$ cat config.mk
export PLATFORM = sky130hd
export DESIGN_NAME = acl_ctrl
export DESIGN_NICKNAME = d
export VERILOG_FILES = /design/src/verilog/acl_pkg.sv /design/src/verilog/acl_rx_alarm.sv /design/src/verilog/acl_ctrl.sv
export SDC_FILE = /design/constraint.sdc
export NUM_CORES = 1
export LEC_CHECK = 0
export ABC_CLOCK_PERIOD_IN_PS = 2480
export BUFFER_PORTS_ARGS = -buffer_cell sky130_fd_sc_hd__buf_2
export CORE_ASPECT_RATIO = 0.9
export CORE_MARGIN = 10
export CORE_UTILIZATION = 45
export CTS_BUF_LIST = sky130_fd_sc_hd__clkbuf_8
export DETAILED_ROUTE_END_ITERATION = 8
export GPL_TIMING_DRIVEN = 0
export PLACE_DENSITY = 0.79
export SETUP_SLACK_MARGIN = 0.5
export SLEW_MARGIN = 20
export SYNTH_ARGS = -nofsm -noshare
export SYNTH_HDL_FRONTEND = slang
export SYNTH_HIERARCHICAL = 1
export SYNTH_SLANG_ARGS = --single-unit
$ cat constraint.sdc
create_clock -name ref_clk_in -period 2.48 [get_ports ref_clk_in]
set_clock_uncertainty 0.05 [all_clocks]
set_input_delay 0.372 -clock ref_clk_in [delete_from_list [all_inputs] [get_ports ref_clk_in]]
set_output_delay 0.372 -clock ref_clk_in [all_outputs]
set_load 0.05 [all_outputs]
$ cat src/verilog/acl_pkg.sv
// Purpose: Shared constants and types for the async control word low byte
// Assumes: Word-wide register access only
// Notes: Field positions follow the control word layout

package acl_pkg;

    // Control word field positions
    localparam int PTR_LSB = 0;
    localparam int PTR_W = 5;
    localparam int RST_BIT = 5;
    localparam int RIE_BIT = 6;
    localparam int RDA_BIT = 7;
    localparam int WORD_W = 16;

    // Silo and threshold figures
    localparam int SILO_DEPTH = 48;
    localparam int FILL_LIMIT = 16;
    localparam int CNT_W = 6;
    localparam int TMO_W = 16;

    // Software reset length in clocks
    localparam int SRST_CYCLES = 8;
    localparam int SRST_W = 4;

    localparam logic [PTR_W-1:0] PTR_RESET = 5'h00;

    // Register access from the bus side
    typedef struct packed {
        logic wr;
        logic rd;
        logic [WORD_W-1:0] wdata;
    } acl_bus_req_t;

    // Silo status from the receive side
    typedef struct packed {
        logic not_empty;
        logic [CNT_W-1:0] fill;
        logic char_in;
    } acl_silo_t;

endpackage : acl_pkg

$ cat src/verilog/acl_rx_alarm.sv
// Purpose: Receive interrupt request from silo age and count of characters entered
// Assumes: Silo status arrives on the module clock
// Notes: Timeout restarts whenever the silo is read

`timescale 1ns/1ps
`default_nettype none

module acl_rx_alarm #(
    parameter int TMO_W = acl_pkg::TMO_W,
    parameter int CNT_W = acl_pkg::CNT_W,
    parameter int FILL_LIMIT = acl_pkg::FILL_LIMIT
) (
    // Clock and reset
    input wire logic ref_clk_in,
    input wire logic nrst_in,
    input wire logic clear_in,
    // Controls
    input wire logic enable_in,
    input wire logic avail_in,
    input wire logic silo_read_in,
    input wire logic char_in_in,
    input wire logic [TMO_W-1:0] timeout_in,
    // Request
    output logic req_out
);

    logic [TMO_W-1:0] age_ff;
    logic [CNT_W:0] entered_ff;
    logic aged;
    logic filled;

    // Age counts while data sits unread
    always_ff @(posedge ref_clk_in or negedge nrst_in) begin
        if (!nrst_in) begin
            age_ff <= '0;
        end else if (clear_in || !avail_in || silo_read_in) begin
            age_ff <= '0;
        end else if (age_ff != {TMO_W{1'b1}}) begin
            age_ff <= age_ff + 1'b1;
        end
    end

    // Characters entered since the silo last emptied
    always_ff @(posedge ref_clk_in or negedge nrst_in) begin
        if (!nrst_in) begin
            entered_ff <= '0;
        end else if (clear_in || !avail_in) begin
            entered_ff <= '0;
        end else if (char_in_in && entered_ff != {(CNT_W+1){1'b1}}) begin
            entered_ff <= entered_ff + 1'b1;
        end
    end

    assign aged = avail_in && (age_ff > timeout_in);
    assign filled = entered_ff > (CNT_W+1)'(FILL_LIMIT);

    always_ff @(posedge ref_clk_in or negedge nrst_in) begin
        if (!nrst_in) begin
            req_out <= 1'b0;
        end else begin
            req_out <= !clear_in && enable_in && (aged || filled);
        end
    end

endmodule : acl_rx_alarm

`default_nettype wire

$ cat src/verilog/acl_ctrl.sv
// Purpose: Low byte of the async mux control word with receive interrupt
// Assumes: Bus init and silo status are synchronous to ref_clk_in
// Notes: Upper byte reads as zero here
//
// Overview of operation
// - Five-bit pointer selects one of 32 registers
// - Pointer cleared by soft reset or init
// - Reset bit starts reset, reads one, self-clears
// - Reset bit write during reset is ignored
// - Enabled request when data waits past timeout
// - Enabled request when over 16 characters entered
// - Interrupt enable read/write, cleared by resets
// - Data available set when silo holds entry
// - Data available clears when silo empties
// - Data available read-only, cleared by resets
// - Whole-word access only, no read-modify-write
// - Timeout comes from silo parameter register
// - One shared 48-entry silo feeds flags

`timescale 1ns/1ps
`default_nettype none

module acl_ctrl #(
    parameter int SRST_CYCLES = acl_pkg::SRST_CYCLES,
    parameter int TMO_W = acl_pkg::TMO_W
) (
    // Clock and reset
    input wire logic ref_clk_in,
    input wire logic nrst_in,
    input wire logic bus_init_in,
    // Register access
    input wire acl_pkg::acl_bus_req_t bus_in,
    output logic [acl_pkg::WORD_W-1:0] rdata_out,
    // Receive silo side
    input wire acl_pkg::acl_silo_t silo_in,
    input wire logic silo_read_in,
    input wire logic [TMO_W-1:0] timeout_in,
    // Results
    output logic [acl_pkg::PTR_W-1:0] ptr_out,
    output logic soft_reset_out,
    output logic rx_irq_out
);

    logic [acl_pkg::PTR_W-1:0] ptr_ff;
    logic rie_ff;
    logic rda_ff;
    logic srst_ff;
    logic [acl_pkg::SRST_W-1:0] srst_cnt_ff;
    logic clr;
    logic srst_done;
    logic alarm;

    // Either reset source clears the low-byte state
    assign clr = bus_init_in || srst_ff;
    assign srst_done = srst_cnt_ff == acl_pkg::SRST_W'(SRST_CYCLES - 1);

    // Pointer holds until written whole
    always_ff @(posedge ref_clk_in or negedge nrst_in) begin
        if (!nrst_in) begin
            ptr_ff <= acl_pkg::PTR_RESET;
        end else if (clr) begin
            ptr_ff <= acl_pkg::PTR_RESET;
        end else if (bus_in.wr) begin
            ptr_ff <= bus_in.wdata[acl_pkg::PTR_LSB +: acl_pkg::PTR_W];
        end
    end

    // Software reset runs a fixed count; rewrites during it do nothing
    always_ff @(posedge ref_clk_in or negedge nrst_in) begin
        if (!nrst_in) begin
            srst_ff <= 1'b0;
            srst_cnt_ff <= '0;
        end else if (bus_init_in) begin
            srst_ff <= 1'b0;
            srst_cnt_ff <= '0;
        end else if (srst_ff) begin
            srst_cnt_ff <= srst_cnt_ff + 1'b1;
            if (srst_done) begin
                srst_ff <= 1'b0;
                srst_cnt_ff <= '0;
            end
        end else if (bus_in.wr && bus_in.wdata[acl_pkg::RST_BIT]) begin
            srst_ff <= 1'b1;
        end
    end

    // Receive interrupt enable
    always_ff @(posedge ref_clk_in or negedge nrst_in) begin
        if (!nrst_in) begin
            rie_ff <= 1'b0;
        end else if (clr) begin
            rie_ff <= 1'b0;
        end else if (bus_in.wr) begin
            rie_ff <= bus_in.wdata[acl_pkg::RIE_BIT];
        end
    end

    // Data available follows the shared silo; writes never reach it
    always_ff @(posedge ref_clk_in or negedge nrst_in) begin
        if (!nrst_in) begin
            rda_ff <= 1'b0;
        end else if (clr) begin
            rda_ff <= 1'b0;
        end else begin
            rda_ff <= silo_in.not_empty;
        end
    end

    acl_rx_alarm #(
        .TMO_W(TMO_W),
        .CNT_W(acl_pkg::CNT_W),
        .FILL_LIMIT(acl_pkg::FILL_LIMIT)
    ) u_alarm (
        .ref_clk_in(ref_clk_in),
        .nrst_in(nrst_in),
        .clear_in(clr),
        .enable_in(rie_ff),
        .avail_in(rda_ff),
        .silo_read_in(silo_read_in),
        .char_in_in(silo_in.char_in),
        .timeout_in(timeout_in),
        .req_out(alarm)
    );

    // Registered read data and outputs
    always_ff @(posedge ref_clk_in or negedge nrst_in) begin
        if (!nrst_in) begin
            rdata_out <= '0;
            ptr_out <= acl_pkg::PTR_RESET;
            soft_reset_out <= 1'b0;
            rx_irq_out <= 1'b0;
        end else begin
            rdata_out <= '0;
            rdata_out[acl_pkg::PTR_LSB +: acl_pkg::PTR_W] <= ptr_ff;
            rdata_out[acl_pkg::RST_BIT] <= srst_ff;
            rdata_out[acl_pkg::RIE_BIT] <= rie_ff;
            rdata_out[acl_pkg::RDA_BIT] <= rda_ff;
            ptr_out <= ptr_ff;
            soft_reset_out <= srst_ff;
            rx_irq_out <= alarm && rie_ff;
        end
    end

endmodule : acl_ctrl

`default_nettype wire

==> results.cfg <==
[floorplan]
die_w_um = 101.3
dieArea_um2 = 9446
initial_utilization_pct = 46.81
rows = 26
die_y_um = 93.21
core-area_um2 = 5725
ios = 69

[synthesis]
seq_area_frac_synth_pct = 42.02
yosys-top-cells-count = dfrtp_1, inv_1, nor2_1
synthCells = 276
yosysWarnings = 6
yosys_most_used_dff = dfrtp_1
yosysTopAreaCell = dfrtp_1
synth-seq-cells = 45
yosys.area.top_type_share_pct = 42.02
synth_most_common_cell = dfrtp_1
ys_types = 52
async_reset_ff_share_pct = 100.0
ys_top_cells_by_area = dfrtp_1, ha_1, buf_4, mux2i_1, inv_1
syn_avg_cell_area_um2 = 9.710
synth-edff-count = 0
syn_area_um2 = 2680

[finish]
filler_cell_count = 492
regArea_um2 = 1127
multiInputGateArea_um2 = 1361
areaGrowthSynthToFinish_pct = 18.35
drive_gt1_share_pct = 26.25
diodes = 0
finalInstanceArea_um2 = 3172
fin_cells = 409
final_nets = 404

[clocking]
clock_latency_ns = 0.30
cts_root_buffer = clkbuf_8
cts_buffers = 5
cts_buffer_depth = 2
cts_tree = done
clk_pin_slew_worst_paths_ns = 0.09
htree_levels = 2
cts.sinks = 45

[routing]
vias = 2218
wl_per_cell_um = 14.66
wl_um = 5994
first_pass_iters = 4
drt_iter0_markers = 129
drtAntennaViolNets = 0
drc = 0
via_per_inst = 5.423

[placed_design]
routabilityCongestion = 0.8440
post-dp-hpwl_um = 4658
dpl_cell_area_um2 = 3022
port_buffers = 43
place_inst = 396

[pwr]
vdd_ir_drop_max_uv = 271.4
power-per-cell-area_nw_per_um2 = 457.4
leakage_uw = 0.001543

[timing]
fmax_mhz = 520.0
tns_ns = 0
max_slew.worst_pin.slew_ns = 0.5704
holdWs_ns = 0.01137
finalCritPeriodShare_pct = 77.54
finalSetupViolCount = 0
hold_viol = 0
maxSlewViolCount = 0
rsz0062_at_grt = false
layout_min_cycle_time_ns = 1.923
relSlewSlack_pct = 61.62

[global_route]
first_global_vias = 2203
overflow = 0
grt_busiest_layer = met2
grt_pass1_wl_um = 9998
grt_util_met3_pct = 4.489
use_met2_pct = 21.04
grt_usage_pct = 12.78
antenna_found_initial = 0
grt_start_max_net_pins = 46
grt.met1_usage_pct = 14.93

[job]
drv_cap = 0

[critical_path]
worst_setup_path_start_kind = flop
critical_path_required_ns = 2.66
worst-path-max-fanout = 11
critical_path_arrival_ns = 2.11
critPathKind = reg2reg
worst_setup_path_end_kind = flop
reg2reg_depth = 6

[run_status]
status = finished clean

[hold_path]
hold_path.class = in2async
placed cells by master, fill, tap and decap left out, drive strengths merged, types with 2 or more instances in the layout:
| master | instances |
|---|---|
| a21oi | 17 |
| o31ai | 7 |
| inv | 27 |
| o211ai | 3 |
| a211oi | 6 |
| o21ai | 9 |
| nor2 | 21 |
| a2111o | 4 |
| or3b | 3 |
| nand4 | 9 |
| and2 | 3 |
| xnor2 | 2 |
| or2 | 2 |
| a31oi | 6 |
| nor2b | 2 |
| conb | 8 |
| nor3 | 6 |
| nand2b | 2 |
| ha | 20 |
| dfrtp | 45 |
| and4 | 3 |
| nand3 | 7 |
| nor4 | 2 |
| buf | 65 |
| nand2 | 19 |
| clkinvlp | 2 |
| or4 | 5 |
| mux2i | 10 |
| clkbuf | 8 |
final cells by class:
class	instances	area share (%)
inverter	26	3.077
timing repair buffer	48	8.047
sequential	45	35.54
clock inverter	3	0.5917
buffer	20	4.892
clock buffer	5	2.170
multi-input combinational	192	42.92
tap	70	2.761
critical path, cell delays in order, from the launching register on:
cell	delay (ns)
dfrtp_2	0.42
or2_1	0.24
buf_6	0.15
or3b_4	0.43
clkbuf_8	0.18
or2_2	0.27
mux2i_1	0.12
layer usage:
metal / vias up / wire length, um
li1: 1099 / -
met1: 1027 / 2506
met2: 79 / 2839
met3: 13 / 548
met4: 0 / 100
met5: - / 0
stage by stage:
step / power [uW] / util (%) / worst slack (ns)
after CTS: 1460 / 54.55 / 0.5008
after global placement: 997.2 / 52.78 / 0.2620
after global routing: 1519 / 55.40 / 0.5050
after detailed placement: 1004 / 52.78 / 0.1971
final: 1451 / 55.40 / 0.5569
after floorplan: 932.8 / - / 0.6044
logic make-up (layout without fill, tap and decap cells):
| kind of cell | Yosys count | in the layout | share of synthesized area [%] |
|---|---|---|---|
| AND/OR/NAND/NOR | 90 | 90 | 18.72 |
| multiplexers | 11 | 11 | 4.155 |
| buffers and inverters | 46 | 102 | 9.010 |
| other | 1 | 8 | 0.1399 |
| XOR/XNOR | 3 | 3 | 0.9806 |
| adder cells (fa/ha/maj) | 20 | 20 | 9.337 |
| flip-flops | 45 | 45 | 42.02 |
| AO/OA/AOI/OAI | 60 | 60 | 15.64 |
where the power goes:
part / switching, uW / internal, uW / leakage (uW)
clock network: 262 / 195 / 0.0000416
logic: 152 / 78.1 / 0.000885
registers: 11.3 / 752 / 0.000617
worst paths after layout:
| path | startpoint | end | slack (ns) |
|---|---|---|---|
| max | srst_ff | u_alarm/age_ff[8] | 0.56 |
| min | nrst_in | rdata_out[5] | 0.01 |
| max reg2reg | srst_ff | u_alarm/age_ff[8] | 0.56 |
| min reg2reg | ptr_ff[3] | ptr_out[3] | 0.33 |
| max in group asynchronous | nrst_in | srst_ff | 1.97 |
| min in group ref_clk_in | silo_in[7] | rda_ff | 0.24 |
registers in the layout, summed over array words and instances, names as in the netlist:
name and flops:
srst_ff 1, u_alarm/entered_ff 7, rx_irq_out 1, u_alarm/req_out 1
u_alarm/age_ff 16, ptr_ff 5, rda_ff 1, rdata_out 4
ptr_out 4, srst_cnt_ff 4, rie_ff 1
timing repair:
action / CTS / global route
setup buffers: 0 / 5
hold buffers: 0 / 0
resized for setup: 4 / 5
setup endpoints to repair: 9 / 13
pin swaps: 0 / 2
No activity file was read; power rests on OpenSTA's default activity.
